$ cat src/rtl/video_output_pkg.sv
package video_output_pkg;

    // Register offsets.
    localparam logic [7:0] VIDEO_STANDARD_OFFSET = 8'h00;
    localparam logic [7:0] PRIMARY_MODE_OFFSET = 8'h01;
    localparam logic [7:0] CRYSTAL_OFFSET = 8'h04;
    localparam logic [7:0] FIELD_SELECT_OFFSET = 8'h05;
    localparam logic [7:0] POLARITY_OFFSET = 8'h06;
    localparam logic [7:0] DRIVE_OFFSET = 8'h14;

    // Field positions.
    localparam int VIDEO_STANDARD_LSB = 0;
    localparam int PRIMARY_MODE_LSB = 0;
    localparam int CRYSTAL_LSB = 1;
    localparam int FIELD_SELECT_BIT = 4;
    localparam int PIXEL_INVERT_BIT = 0;
    localparam int HSYNC_POLARITY_BIT = 1;
    localparam int VSYNC_POLARITY_BIT = 2;
    localparam int FIELD_POLARITY_BIT = 3;
    localparam int VERTICAL_SOURCE_BIT = 7;
    localparam int SYNC_DRIVE_LSB = 0;
    localparam int CLOCK_DRIVE_LSB = 2;
    localparam int DATA_DRIVE_LSB = 4;

    // Reset values.
    localparam logic [5:0] VIDEO_STANDARD_RESET = 6'h02;
    localparam logic [3:0] PRIMARY_MODE_RESET = 4'h6;
    localparam logic [1:0] CRYSTAL_RESET = 2'h1;
    localparam logic FIELD_SELECT_RESET = 1'h0;
    localparam logic PIXEL_INVERT_RESET = 1'h0;
    localparam logic HSYNC_POLARITY_RESET = 1'h0;
    localparam logic VSYNC_POLARITY_RESET = 1'h0;
    localparam logic FIELD_POLARITY_RESET = 1'h0;
    localparam logic VERTICAL_SOURCE_RESET = 1'h1;
    localparam logic [1:0] DRIVE_RESET = 2'h2;

    // Drive strength codes.
    localparam logic [1:0] DRIVE_RESERVED = 2'h0;
    localparam logic [1:0] DRIVE_MEDIUM_LOW = 2'h1;
    localparam logic [1:0] DRIVE_MEDIUM_HIGH = 2'h2;
    localparam logic [1:0] DRIVE_HIGH = 2'h3;

    typedef enum logic [3:0] {
        MODE_HDMI_COMPONENT = 4'b0101,
        MODE_HDMI_GRAPHICS = 4'b0110
    } primaryMode_e;

    // Timing.
    localparam int CLOCK_HZ = 20_000_000;
    localparam int AUDIO_LOCK_MS = 5;
    localparam int AUDIO_LOCK_CYCLES = AUDIO_LOCK_MS * (CLOCK_HZ / 1000) - 2;
    localparam int VIDEO_FRAME_US = 16_683;
    localparam int VIDEO_LOCK_CYCLES = VIDEO_FRAME_US * (CLOCK_HZ / 1_000_000) - 3;

    // Link word counts: one link tick carries eight bits of one colour channel.
    localparam int LINK_BITS_PER_TICK = 8;

    typedef struct packed {
        logic hsync;
        logic vsync;
        logic field;
        logic dataEnable;
    } syncBundle_s;

    typedef struct packed {
        logic [1:0] data;
        logic [1:0] pixelClock;
        logic [1:0] sync;
    } driveStrength_s;

endpackage

$ cat src/rtl/video_output_sync_config.sv
// Summary of operation
// [RL1] Sync drive field sets strength of enable, horizontal and vertical pins; resets medium high.
// [RL2] Data drive field uses same codes, resets medium high, covers data, audio, control pins.
// [RL3] Pixel clock drive field sets clock pin strength by clock rate; resets medium high.
// [RL4] Vertical source bit one drives vertical sync on shared pin, zero drives field.
// [RL5] Field select bit zero drives data enable on enable pin, one drives field.
// [RL6] Pixel clock invert flips only the pixel clock pin, in every mode.
// [RL7] Horizontal polarity bit zero gives negative sync, one gives positive sync.
// [RL8] Vertical polarity bit zero gives negative shared pin, one gives positive.
// [RL9] Field polarity bit zero keeps field or enable positive, one inverts it.
// [RL10] Video synthesizer removes deep colour and repetition; pin shows divided clock.
// [RL11] Video synthesizer locks in less than one video frame.
// [RL12] Audio clock is link clock divided by CTS and multiplied by N; the pin toggles once per CTS step, so it runs at half that rate.
// [RL13] Audio synthesizer locks within five milliseconds after a valid regeneration packet.
// [RL14] Software programs crystal select to match the fitted crystal.
// [RL15] Primary mode 0101 is component, 0110 graphics and reset value, others reserved.
// [RL16] Video standard resets to 000010 and is read together with primary mode.
// [RL17] Software should use mode 0x06 and standard 0x02 without free run or decimation.
// [RL18] Any stream is decoded; video goes to component path, audio to audio pins.
// [RL19] Software must not program reserved codes into drive, mode or standard fields.
module video_output_sync_config
    import video_output_pkg::*;
#(
    parameter int PIXEL_WIDTH = 36,
    parameter int AUDIO_WIDTH = 6,
    parameter int AUDIO_LOCK = AUDIO_LOCK_CYCLES,
    parameter int VIDEO_LOCK = VIDEO_LOCK_CYCLES
)
(
    input wire logic clock,
    input wire logic srst,
    input wire logic [7:0] regAddress,
    input wire logic [7:0] regWriteData,
    input wire logic regWrite,
    input wire logic regRead,
    output logic [7:0] regReadData,
    input wire syncBundle_s syncIn,
    input wire logic [PIXEL_WIDTH-1:0] pixelIn,
    input wire logic [AUDIO_WIDTH-1:0] audioIn,
    input wire logic linkClockTick,
    input wire logic linkPresent,
    input wire logic [4:0] bitsPerColour,
    input wire logic [3:0] pixelRepetition,
    input wire logic acrPacketValid,
    input wire logic [19:0] acrN,
    input wire logic [19:0] acrCts,
    output logic horizontalSync,
    output logic verticalOrFieldPin,
    output logic dataEnablePin,
    output logic pixelClockOutput,
    output logic [PIXEL_WIDTH-1:0] pixelOut,
    output logic [AUDIO_WIDTH-1:0] audioOutputPins,
    output logic audioMasterClock,
    output driveStrength_s driveStrength,
    output logic [1:0] crystalFrequencySelect,
    output logic componentMode,
    output logic graphicsMode,
    output logic [5:0] videoStandard,
    output logic videoLocked,
    output logic audioLocked
);

    logic [5:0] videoStandardSelect;
    logic [3:0] primaryModeSelect;
    logic [1:0] crystalSelect;
    logic fieldOnEnablePinSelect;
    logic pixelClockInvert;
    logic horizontalSyncPolarity;
    logic verticalSyncPolarity;
    logic fieldEnablePolarity;
    logic verticalPinSourceSelect;
    logic [1:0] syncPinDriveStrength;
    logic [1:0] pixelClockDriveStrength;
    logic [1:0] dataPinDriveStrength;
    logic [8:0] videoPhase;
    logic [8:0] next_videoPhase;
    logic [8:0] videoThreshold;
    logic pixelTick;
    logic pixelClockRaw;
    logic [20:0] audioPhase;
    logic [20:0] next_audioPhase;
    logic audioTick;
    logic audioClockRaw;
    logic linkSeen;
    logic linkStart;
    logic videoLockRaw;
    logic audioLockRaw;

    function automatic logic [7:0] field_in_byte(input logic [5:0] value, input int lsb, input int width);
        logic [7:0] shifted;
        shifted = 8'h00;
        for (int i = 0; i < width; i++)
        begin
            shifted[lsb + i] = value[i];
        end
        return shifted;
    endfunction

    function automatic logic pin_polarity(input logic level, input logic invert);
        return level ^ invert;
    endfunction

    // Register writes; reserved codes are stored as written.
    always_ff @(posedge clock)
    begin
        if (srst)
        begin
            videoStandardSelect <= VIDEO_STANDARD_RESET; // [RL16]
            primaryModeSelect <= PRIMARY_MODE_RESET; // [RL15]
            crystalSelect <= CRYSTAL_RESET;
            fieldOnEnablePinSelect <= FIELD_SELECT_RESET;
            pixelClockInvert <= PIXEL_INVERT_RESET;
            horizontalSyncPolarity <= HSYNC_POLARITY_RESET;
            verticalSyncPolarity <= VSYNC_POLARITY_RESET;
            fieldEnablePolarity <= FIELD_POLARITY_RESET;
            verticalPinSourceSelect <= VERTICAL_SOURCE_RESET;
            syncPinDriveStrength <= DRIVE_RESET; // [RL1]
            pixelClockDriveStrength <= DRIVE_RESET; // [RL3]
            dataPinDriveStrength <= DRIVE_RESET; // [RL2]
        end
        else if (regWrite)
        begin
            case (regAddress)
                VIDEO_STANDARD_OFFSET: videoStandardSelect <= regWriteData[VIDEO_STANDARD_LSB +: 6]; // [RL16]
                PRIMARY_MODE_OFFSET: primaryModeSelect <= regWriteData[PRIMARY_MODE_LSB +: 4]; // [RL15]
                CRYSTAL_OFFSET: crystalSelect <= regWriteData[CRYSTAL_LSB +: 2]; // [RL14]
                FIELD_SELECT_OFFSET: fieldOnEnablePinSelect <= regWriteData[FIELD_SELECT_BIT];
                POLARITY_OFFSET:
                begin
                    pixelClockInvert <= regWriteData[PIXEL_INVERT_BIT];
                    horizontalSyncPolarity <= regWriteData[HSYNC_POLARITY_BIT];
                    verticalSyncPolarity <= regWriteData[VSYNC_POLARITY_BIT];
                    fieldEnablePolarity <= regWriteData[FIELD_POLARITY_BIT];
                    verticalPinSourceSelect <= regWriteData[VERTICAL_SOURCE_BIT];
                end
                DRIVE_OFFSET:
                begin
                    syncPinDriveStrength <= regWriteData[SYNC_DRIVE_LSB +: 2]; // [RL1]
                    pixelClockDriveStrength <= regWriteData[CLOCK_DRIVE_LSB +: 2]; // [RL3]
                    dataPinDriveStrength <= regWriteData[DATA_DRIVE_LSB +: 2]; // [RL2]
                end
                default:
                begin
                end
            endcase
        end
    end

    // Read data is registered; unmapped offsets and unused bits read as zero.
    always_ff @(posedge clock)
    begin
        if (srst)
        begin
            regReadData <= 8'h00;
        end
        else if (regRead)
        begin
            case (regAddress)
                VIDEO_STANDARD_OFFSET: regReadData <= field_in_byte(videoStandardSelect, VIDEO_STANDARD_LSB, 6);
                PRIMARY_MODE_OFFSET: regReadData <= field_in_byte({2'h0, primaryModeSelect}, PRIMARY_MODE_LSB, 4);
                CRYSTAL_OFFSET: regReadData <= field_in_byte({4'h0, crystalSelect}, CRYSTAL_LSB, 2);
                FIELD_SELECT_OFFSET:
                begin
                    regReadData <= field_in_byte({5'h00, fieldOnEnablePinSelect}, FIELD_SELECT_BIT, 1);
                end
                POLARITY_OFFSET:
                begin
                    regReadData <= field_in_byte({5'h00, verticalPinSourceSelect}, VERTICAL_SOURCE_BIT, 1)
                        | field_in_byte({5'h00, fieldEnablePolarity}, FIELD_POLARITY_BIT, 1)
                        | field_in_byte({5'h00, verticalSyncPolarity}, VSYNC_POLARITY_BIT, 1)
                        | field_in_byte({5'h00, horizontalSyncPolarity}, HSYNC_POLARITY_BIT, 1)
                        | field_in_byte({5'h00, pixelClockInvert}, PIXEL_INVERT_BIT, 1);
                end
                DRIVE_OFFSET:
                begin
                    regReadData <= field_in_byte({4'h0, dataPinDriveStrength}, DATA_DRIVE_LSB, 2)
                        | field_in_byte({4'h0, pixelClockDriveStrength}, CLOCK_DRIVE_LSB, 2)
                        | field_in_byte({4'h0, syncPinDriveStrength}, SYNC_DRIVE_LSB, 2);
                end
                default: regReadData <= 8'h00;
            endcase
        end
    end

    // Configuration that the pads and the processing path pick up.
    always_ff @(posedge clock)
    begin
        if (srst)
        begin
            driveStrength <= '{data: DRIVE_RESET, pixelClock: DRIVE_RESET, sync: DRIVE_RESET};
            crystalFrequencySelect <= CRYSTAL_RESET;
            componentMode <= 1'b0;
            graphicsMode <= 1'b1;
            videoStandard <= VIDEO_STANDARD_RESET;
        end
        else
        begin
            driveStrength.sync <= syncPinDriveStrength; // [RL1]
            driveStrength.data <= dataPinDriveStrength; // [RL2]
            driveStrength.pixelClock <= pixelClockDriveStrength; // [RL3]
            crystalFrequencySelect <= crystalSelect; // [RL14]
            componentMode <= (primaryModeSelect == MODE_HDMI_COMPONENT); // [RL15]
            graphicsMode <= (primaryModeSelect == MODE_HDMI_GRAPHICS); // [RL15]
            videoStandard <= videoStandardSelect; // [RL16]
        end
    end

    // Sync conditioning; the internal syncs are active high.
    always_ff @(posedge clock)
    begin
        if (srst)
        begin
            horizontalSync <= 1'b1;
            verticalOrFieldPin <= 1'b1;
            dataEnablePin <= 1'b0;
        end
        else
        begin
            horizontalSync <= pin_polarity(syncIn.hsync, !horizontalSyncPolarity); // [RL7]
            verticalOrFieldPin <= pin_polarity(verticalPinSourceSelect ? syncIn.vsync : syncIn.field, // [RL4]
                !verticalSyncPolarity); // [RL8]
            dataEnablePin <= pin_polarity(fieldOnEnablePinSelect ? syncIn.field : syncIn.dataEnable, // [RL5]
                fieldEnablePolarity); // [RL9]
        end
    end

    // Decoded video and audio pass through whatever the mode codes say.
    always_ff @(posedge clock)
    begin
        if (srst)
        begin
            pixelOut <= '0;
            audioOutputPins <= '0;
        end
        else
        begin
            pixelOut <= pixelIn; // [RL18]
            audioOutputPins <= audioIn; // [RL18]
        end
    end

    // Each link tick carries eight bits per channel; a pixel needs the colour depth times one plus the repetition count.
    always_comb
    begin
        videoThreshold = 9'(bitsPerColour) * 9'({1'b0, pixelRepetition} + 5'h01);
        next_videoPhase = videoPhase + 9'(LINK_BITS_PER_TICK);
        pixelTick = 1'b0;
        if (next_videoPhase >= videoThreshold)
        begin
            next_videoPhase = next_videoPhase - videoThreshold;
            pixelTick = 1'b1;
        end
    end

    always_ff @(posedge clock)
    begin
        if (srst || !linkPresent)
        begin
            videoPhase <= '0;
            pixelClockRaw <= 1'b0;
        end
        else if (linkClockTick && videoThreshold != 9'h000)
        begin
            videoPhase <= next_videoPhase; // [RL10]
            if (pixelTick)
            begin
                pixelClockRaw <= !pixelClockRaw; // [RL10]
            end
        end
    end

    // The clock pin is the halved pixel rate; invert touches nothing else.
    always_ff @(posedge clock)
    begin
        if (srst)
        begin
            pixelClockOutput <= 1'b0;
        end
        else
        begin
            pixelClockOutput <= pixelClockRaw ^ pixelClockInvert; // [RL6]
        end
    end

    // Fractional divider: N added per link tick, CTS taken off per audio edge.
    always_comb
    begin
        next_audioPhase = audioPhase + {1'b0, acrN};
        audioTick = 1'b0;
        if (next_audioPhase >= {1'b0, acrCts})
        begin
            next_audioPhase = next_audioPhase - {1'b0, acrCts};
            audioTick = 1'b1;
        end
    end

    always_ff @(posedge clock)
    begin
        if (srst || !linkPresent)
        begin
            audioPhase <= '0;
            audioClockRaw <= 1'b0;
            audioMasterClock <= 1'b0;
        end
        else
        begin
            if (linkClockTick && acrCts != 20'h00000)
            begin
                audioPhase <= next_audioPhase; // [RL12]
                if (audioTick)
                begin
                    audioClockRaw <= !audioClockRaw; // [RL12]
                end
            end
            audioMasterClock <= audioClockRaw;
        end
    end

    // Video lock starts with the first link tick after the link appears; audio lock starts with a valid packet.
    always_ff @(posedge clock)
    begin
        if (srst || !linkPresent)
        begin
            linkSeen <= 1'b0;
        end
        else if (linkClockTick)
        begin
            linkSeen <= 1'b1;
        end
    end

    assign linkStart = linkClockTick && !linkSeen && linkPresent;

    synth_lock_timer #(
        .LOCK_CYCLES(VIDEO_LOCK)
    ) videoLockTimer (
        .clock(clock),
        .srst(srst),
        .start(linkStart), // [RL11]
        .drop(!linkPresent),
        .locked(videoLockRaw)
    );

    synth_lock_timer #(
        .LOCK_CYCLES(AUDIO_LOCK)
    ) audioLockTimer (
        .clock(clock),
        .srst(srst),
        .start(acrPacketValid && linkPresent), // [RL13]
        .drop(!linkPresent),
        .locked(audioLockRaw)
    );

    always_ff @(posedge clock)
    begin
        if (srst)
        begin
            videoLocked <= 1'b0;
            audioLocked <= 1'b0;
        end
        else
        begin
            videoLocked <= videoLockRaw; // [RL11]
            audioLocked <= audioLockRaw; // [RL13]
        end
    end

endmodule // video_output_sync_config

$ cat src/rtl/synth_lock_timer.sv
module synth_lock_timer
    import video_output_pkg::*;
#(
    parameter int LOCK_CYCLES = 100000
)
(
    input wire logic clock,
    input wire logic srst,
    input wire logic start,
    input wire logic drop,
    output logic locked
);

    localparam int COUNT_WIDTH = $clog2(LOCK_CYCLES + 1);
    localparam logic [COUNT_WIDTH-1:0] LAST_COUNT = COUNT_WIDTH'(LOCK_CYCLES - 1);

    logic [COUNT_WIDTH-1:0] count;
    logic running;

    always_ff @(posedge clock)
    begin
        if (srst || drop)
        begin
            count <= '0;
            running <= 1'b0;
            locked <= 1'b0;
        end
        else if (start && !locked)
        begin
            count <= '0;
            running <= 1'b1;
        end
        else if (running)
        begin
            if (count == LAST_COUNT)
            begin
                running <= 1'b0;
                locked <= 1'b1;
            end
            else
            begin
                count <= count + 1'b1;
            end
        end
    end

endmodule // synth_lock_timer

$ cat config.mk
export PLATFORM = sky130hd
export DESIGN_NAME = video_output_sync_config
export DESIGN_NICKNAME = d
export VERILOG_FILES = /design/src/rtl/video_output_pkg.sv /design/src/rtl/video_output_sync_config.sv /design/src/rtl/synth_lock_timer.sv
export SDC_FILE = /design/constraint.sdc
export NUM_CORES = 1
export LEC_CHECK = 0
export BUFFER_PORTS_ARGS = -buffer_cell sky130_fd_sc_hd__clkbuf_2
export CAP_MARGIN = 15
export CORE_UTILIZATION = 60
export CTS_BUF_LIST = sky130_fd_sc_hd__clkbuf_4
export CTS_CLUSTER_SIZE = 30
export DETAILED_ROUTE_END_ITERATION = 6
export PLACE_DENSITY = 0.86
export RECOVER_POWER = 100
export SLEW_MARGIN = 20
export SYNTH_ARGS = -nofsm -noshare
export SYNTH_HDL_FRONTEND = slang
export SYNTH_SLANG_ARGS = --single-unit
$ cat constraint.sdc
create_clock -name clock -period 7.1 [get_ports clock]
set_input_delay 0.355 -clock clock [delete_from_list [all_inputs] [get_ports clock]]
set_output_delay 0.355 -clock clock [all_outputs]
set_load 0.02 [all_outputs]
==> run_results.csv, run 1 <==
group,metric,value,unit
cells_and_area,final_area,11200,sq um
logic_synthesis,synth_most_common_cell,"dfxtp_1",
logic_synthesis,yosysSeqAreaShare,35.5,%
sta,setup_tns,0,ps
worst_hold_path,hold-path-cell-count,3,
clock_network,post_cts_buffers,0,
clock_network,cts-htree-levels,4,
sta,slew_violations,90,
placed_design,place_hpwl,16.4,mm
critical_path,crit_type,"in -> reg",
cells_and_area,drive_gt1_share,12.9,%
placed_design,numPortBuffers,188,
worst_hold_path,min_path_type,"in -> reg",
global_route,grt_max_degree,90,
logic_synthesis,ys_top_cells_by_area,"dfxtp_1, ha_1, nor2b_1",
logic_synthesis,avgSynthCellArea,8.72,sq um
flow_run,drv_cap,1,
logic_synthesis,syn-num-nets,1292,
logic_synthesis,synth_cells,1092,
logic_synthesis,yosys_most_used_dff,"dfxtp_1",
routing,drt-pass1-iter-count,5,
critical_path,cp_max_fo,10,
floorplan,dieArea,16400,sq um
routing,num_vias,8678,
critical_path,crit_cells,19,
sta,final-setup-viol-count,0,
floorplan,die_height,128,um
cells_and_area,fillers,1186,
sta,rsz0062_at_grt,"no",
floorplan,core_area,15400,sq um
logic_synthesis,yosys.area.top_type,"dfxtp_1",
global_route,track_usage,29.4,%
global_route,grt_pass1_vias,8324,
critical_path,worst_ep_required_time,7560,ps
placed_design,post-place-ws,1520,ps
critical_path,cp-end-kind,"flop",
floorplan,ioPinCount,191,
clock_network,insertion_delay,590,ps
routing,final_antenna_net_count,0,
critical_path,cpMaxStageDelayCell,"o31ai_1",
power_and_ir_drop,ir_drop,0.000160,V
placed_design,routabilityCongestion,0.881,
logic_synthesis,syn_area,9520,sq um
critical_path,critPathTopFamily,"compound AO/OA/AOI/OAI gates",
routing,avgViaCountPerCell,5.62,
critical_path,slowest_delay,1100,ps
logic_synthesis,synth_top_area_share,35.5,%
sta,post-route-period-util,79.0,%
clock_network,numCtsBuffers,17,
sta,hold_viol_final,0,
clock_network,cts_tree,"built",
critical_path,path_buf_inv,2,
clock_network,clockBufferDepth,2,
logic_synthesis,synth_commonest_cells,"dfxtp_1, nor2_1, a21oi_1",
critical_path,r2r-start,"audioPhase[0]$_SDFFE_PP0P_",
power_and_ir_drop,power_density,218,nW/um^2
status,status,"finished, violations left",
sta,fin_skew,21.3,ps
placed_design,dpl_cell_area,10600,sq um
floorplan,die_w,128,um
cells_and_area,synthToLayoutAreaGrowth,18.0,%
logic_synthesis,ys_warn_count,0,
logic_synthesis,async_reset_ff_share,0,%
critical_path,critPathLaunch,"pixelRepetition[0]",
logic_synthesis,ys_types,82,
worst_hold_path,min_from,"acrPacketValid",
power_and_ir_drop,power.leakage,4.95,nW
status,violations,"capacitance limit, slew limit",
floorplan,num_rows,45,
routing,routed_wirelength,23.4,mm
logic_synthesis,ys_ff_latch,169,
global_route,grt_overflow,0,
critical_path,startpoint_type,"primary input",
critical_path,r2r_cells,16,
critical_path,cp.arrival,6070,ps
cells_and_area,fin_nets,1518,
routing,drc,0,
sta,relSlewSlack,-147,%
routing,drt_iter0_markers,584,
sta,finalWorstSetupSlack,1490,ps
clock_network,path_clk_slew,150,ps
global_route,grt_pass1_wl,38.6,mm
clock_network,root_buffer,"clkbuf_4",
global_route,antenna_found_initial,1,
sta,whs,48.2,ps
logic_synthesis,synth_edf_count,0,
sta,max_freq,178,MHz
critical_path,crit_chain,"clkbuf_2 -> ha_1 -> xor2_1 -> nand2_1 -> fa_1 -> fa_1 -> inv_1 -> fa_1 -> ha_1 -> a21o_1 -> a21oi_1 -> xnor2_1 -> ha_1 -> o41ai_2 -> a2bb2oi_1 -> o31ai_1 -> o221ai_1 -> mux2i_1 -> nor2_1",
clock_network,cts.sinks,169,
floorplan,initial_core_util,61.9,%
routing,wl_per_cell,15.2,um
sta,finalCriticalPeriod,5610,ps
sta,tightest_slew,3700,ps
cell usage in the layout (no fill, tap or decap), drive strengths merged, types with 3 or more instances in the layout:
master / synthesis / routed
or2: 8 / 8
fa: 11 / 11
and2: 16 / 16
o211ai: 3 / 3
nor4b: 4 / 4
or3: 8 / 8
and3: 16 / 16
xor2: 43 / 43
mux2i: 25 / 25
a311oi: 3 / 3
nand3: 45 / 45
ha: 71 / 71
clkinv: 1 / 5
o21ai: 38 / 38
a22oi: 8 / 8
a211o: 3 / 3
xnor2: 46 / 46
nor4: 6 / 6
nor2b: 69 / 69
buf: 7 / 3
clkbuf: 27 / 207
a211oi: 8 / 8
inv: 60 / 70
a21o: 22 / 22
nor3: 13 / 13
nor3b: 5 / 5
a21oi: 87 / 87
dfxtp: 169 / 169
nand4: 13 / 13
a31oi: 6 / 6
nor2: 102 / 102
nand2b: 11 / 11
a221oi: 4 / 4
a22o: 3 / 3
dlygate4sd3: 0 / 48
o31ai: 4 / 4
o21bai: 3 / 3
nand2: 78 / 78
stage by stage:
stage / std cells / utilization (%) / power [W]
detailed placement: 1462 / 68.9 / 0.00187
floorplan: 1092 / - / 0.00172
finish: 1543 / 73.1 / 0.00245
CTS: 1542 / 73.9 / 0.00245
global placement: 1462 / 68.9 / 0.00185
global route: 1543 / 73.1 / 0.00260
state kept, by name, indices dropped and copies added, names as in the netlist, 4 cells and up:
name and cells:
audioLockTimer.count 17, audioOutputPins 6, audioPhase 21, driveStrength 6, pixelOut 36, primaryModeSelect 4
regReadData 7, videoLockTimer.count 19, videoPhase 9, videoStandard 6, videoStandardSelect 6
what timing repair did:
item / CTS / global route
resized for setup: 0 / 0
hold endpoints to repair: 48 / 0
hold buffers: 48 / 0
routing by layer:
metal	vias to the layer above	share of wire (%)	global-route usage, %
met5	-	0	0
met4	0	3.1	11.8
met3	67	5.4	6.43
met2	284	49	50.3
met1	4078	42	35.8
li1	4249	-	-
cell families after synthesis:
logic type	after synthesis	synth area share [%]
and+or+nand+nor	406	21.8
AOI/OAI and AO/OA	223	15.7
DFF	169	35.5
buffers and inverters	95	4.17
xor gates and xnor gates	89	8.19
adders and majority gates	83	11.7
muxes	26	2.79
other	1	0.0394
worst paths after layout:
path                                        to  slack, ps
min          audioLockTimer.running$_SDFF_PP0_         50
min reg2reg        regReadData[7]$_SDFFE_PP0P_        470
max reg2reg        audioPhase[17]$_SDFFE_PP0P_       1810
max                 videoPhase[4]$_SDFFE_PP0P_       1490
tightest hold or removal path: stages:
cell	delay, ps
clkbuf_2	80
nand2b_1	90
a21oi_1	60
power by group:
part / leakage, nW / total [W] / internal, W / switching, W
Combinational: 3.42 / 0.000893 / 0.000388 / 0.000505
Sequential: 1.38 / 0.000997 / 0.000980 / 0.0000167
Clock: 0.152 / 0.000557 / 0.000160 / 0.000397
Total: 4.95 / 0.00245 / 0.00153 / 0.000918
layout make-up:
cell class                 instances  area [sq um]  area share (%)
clock buffer                      17           128            1.14
sequential                       169          3380            30.1
tap                              211           264            2.35
antenna                            1          2.50          0.0223
inverter                          61           229            2.04
timing repair buffer             241          1360            12.1
multi-input combinational        828          5710            50.9
clock inverter                    15           149            1.33
Note: power is estimated with default switching activity, not from simulation.
==> run 2, diff against run 1 <==
--- a/config.mk
+++ b/config.mk
@@ -7,11 +7,11 @@
 export LEC_CHECK = 0
 export BUFFER_PORTS_ARGS = -buffer_cell sky130_fd_sc_hd__clkbuf_2
 export CAP_MARGIN = 15
-export CORE_UTILIZATION = 60
+export CORE_UTILIZATION = 58
 export CTS_BUF_LIST = sky130_fd_sc_hd__clkbuf_4
 export CTS_CLUSTER_SIZE = 30
 export DETAILED_ROUTE_END_ITERATION = 6
-export PLACE_DENSITY = 0.86
+export PLACE_DENSITY = 0.84
 export RECOVER_POWER = 100
 export SLEW_MARGIN = 20
 export SYNTH_ARGS = -nofsm -noshare
==> constraint.sdc (replaced) <==
create_clock -name clock -period 5.6 [get_ports clock]
set_input_delay 0.28 -clock clock [delete_from_list [all_inputs] [get_ports clock]]
set_output_delay 0.28 -clock clock [all_outputs]
set_load 0.02 [all_outputs]
==> run 2 against run 1 <==
  * The run now ends clean
  * Count of clock-buffer cells in the layout unchanged
  * Cell count grew 0.65%
  * Clock skew is 12 ps higher
  * Sequential share of layout area shrank 0.23 points
  * Global-route usage down 0.98 points
  * Via count is 1.0% lower
  * Power up 29%
  * Routed wire length rose by 2.4%
  * Hold slack lost 3.9 ps
  * Critical path depth did not move
  * Design area is 0.77% higher
  * Largest power group unchanged
==> run_results.csv, run 2 (synthesis gave the netlist of run 1 again) <==
group,metric,value,unit
sta,hold_viol_final,0,
floorplan,initial_core_util,59.7,%
sta,final-setup-viol-count,0,
routing,routed_wirelength,24.0,mm
routing,drc,0,
placed_design,place_hpwl,16.5,mm
critical_path,cp.arrival,5540,ps
sta,fin_skew,33.6,ps
critical_path,startpoint_type,"primary input",
floorplan,die_height,130,um
placed_design,routabilityCongestion,0.924,
critical_path,critPathLaunch,"pixelRepetition[0]",
routing,num_vias,8590,
power_and_ir_drop,power_density,279,nW/um^2
clock_network,insertion_delay,590,ps
critical_path,cp-endpoint,"videoPhase[6]$_SDFFE_PP0P_",
sta,finalCriticalPeriod,5070,ps
global_route,grt_pass1_vias,8043,
floorplan,ioPinCount,191,
placed_design,dpl_cell_area,10600,sq um
cells_and_area,synthToLayoutAreaGrowth,18.9,%
floorplan,core_area,15900,sq um
cells_and_area,final_area,11300,sq um
critical_path,slowest_delay,650,ps
cells_and_area,final_core_util,71.0,%
sta,rsz0062_at_grt,"no",
placed_design,numPortBuffers,188,
clock_network,ctsHoldBuffers,52,
sta,setup_tns,0,ps
floorplan,die_w,130,um
cells_and_area,largest_reg_flops,36,
sta,tightest_slew,1160,ps
cells_and_area,mostFrequentLayoutCell,"dfxtp_1",
worst_hold_path,min_path_type,"in -> reg",
cells_and_area,antenna_cells,0,
critical_path,r2r-start,"audioPhase[0]$_SDFFE_PP0P_",
critical_path,worst_ep_required_time,6070,ps
floorplan,dieArea,16900,sq um
placed_design,placed_cells,1469,
global_route,antenna_found_initial,0,
cells_and_area,ff_latch_area,3380,sq um
cells_and_area,final_cell_mix,"dfxtp_1, clkbuf_2, nor2_1",
routing,final_antenna_net_count,0,
power_and_ir_drop,ir_drop,0.000150,V
clock_network,root_buffer,"clkbuf_4",
clock_network,clockBufferDepth,2,
global_route,grt_pass1_wl,38.0,mm
critical_path,cpMaxStageDelayCell,"o41ai_1",
critical_path,cp-end-kind,"flop",
critical_path,r2r-end,"audioClockRaw$_SDFFE_PP0P_",
routing,drt_iter0_markers,535,
clock_network,post_cts_buffers,0,
clock_network,path_clk_slew,140,ps
critical_path,crit_chain,"clkbuf_2 -> ha_1 -> and3_1 -> nand2_1 -> fa_1 -> fa_1 -> inv_1 -> fa_1 -> ha_1 -> a21o_1 -> a21oi_1 -> xnor2_1 -> ha_1 -> o41ai_1 -> a2bb2oi_1 -> o31ai_4 -> mux2i_1 -> o22ai_1 -> and2_1",
status,status,"completed",
global_route,grt_overflow,0,
clock_network,cts_tree,"built",
clock_network,numCtsBuffers,17,
routing,avgViaCountPerCell,5.53,
cells_and_area,drive_gt1_share,12.9,%
clock_network,cts-htree-levels,4,
power_and_ir_drop,power.leakage,4.98,nW
worst_hold_path,hold-path-cell-count,3,
critical_path,crit_type,"in -> reg",
clock_network,cts.sinks,169,
global_route,grt_max_degree,90,
clock_network,cts_resized,0,
critical_path,rrSetupSlack,590,ps
sta,post-route-period-util,90.6,%
cells_and_area,final_cells,1553,
floorplan,num_rows,46,
cells_and_area,multiInputGateArea,5710,sq um
critical_path,cp_max_fo,10,
cells_and_area,reg_top3,"pixelOut: 36 flops, audioPhase: 21 flops, videoLockTimer.count: 19 flops",
routing,drt-pass1-iter-count,5,
global_route,track_usage,28.4,%
sta,relSlewSlack,22.2,%
cells_and_area,fillers,1289,
sta,max_freq,197,MHz
routing,wl_per_cell,15.4,um
sta,slew_violations,0,
critical_path,r2r_cells,17,
cells_and_area,fin_nets,1524,
flow_run,drv_cap,0,
sta,whs,44.3,ps
cells_and_area,top_register,"pixelOut",
==> run 2: cell count changes in the layout (fill, tap and decap cells not counted), moves of 2 or more <==
cell           before  now
and2_0              0    2
inv_8               6    2
and2_1             16   14
clkinv_8            1    4
buf_4               3    5
dlygate4sd3_1      48   52
==> run 2: through the flow <==
step | worst slack (ps) | power [W]
after floorplan | 743 | 0.00218
after global placement | 307 | 0.00236
after detailed placement | 144 | 0.00238
after CTS | 765 | 0.00315
after global routing | 220 | 0.00334
final | 527 | 0.00316
==> run 2: worst max-delay path, delay by kind of cell <==
kind | cells | cell delay, ps
buffers and inverters | 2 | 220
multiplexers | 1 | 240
XOR/XNOR | 1 | 120
AO/OA/AOI/OAI | 6 | 1840
adder cells (fa/ha/maj) | 6 | 2340
AND/OR/NAND/NOR | 3 | 520
==> run 2: area by class of cell <==
type                       instances  area share, %
timing repair buffer             247           12.5
clock buffer                      17           1.13
clock inverter                    15           1.60
multi-input combinational        828           50.4
tap                              216           2.39
sequential                       169           29.9
inverter                          61           2.02
==> run 2: how the worst min path moves through the flow <==
stage,from,end,slack [ps]
floorplan,linkClockTick,linkSeen$_SDFFE_PP0P_,400
global placement,syncPinDriveStrength[0]$_SDFFE_PP0P_,syncPinDriveStrength[0]$_SDFFE_PP0P_,450
detailed placement,videoStandardSelect[3]$_SDFFE_PP0P_,videoStandardSelect[3]$_SDFFE_PP0P_,460
CTS,regWriteData[2],videoStandardSelect[2]$_SDFFE_PP0P_,5
global route,regWriteData[2],verticalSyncPolarity$_SDFFE_PP0P_,20
finish,regWriteData[2],videoStandardSelect[2]$_SDFFE_PP0P_,40
==> run 2: power by group <==
| group | switching (W) | internal [W] | leakage [nW] |
|---|---|---|---|
| clock | 0.000514 | 0.000246 | 0.160 |
| combinational | 0.000640 | 0.000492 | 3.44 |
| sequential | 0.0000210 | 0.00124 | 1.38 |
==> run 2: metal layers <==
metal	track usage, %	wire length (um)	vias up
met5	0	0	-
met4	10.6	562	0
met3	4.88	1300	61
met2	48.9	12000	295
met1	35.5	10100	3972
li1	-	-	4262
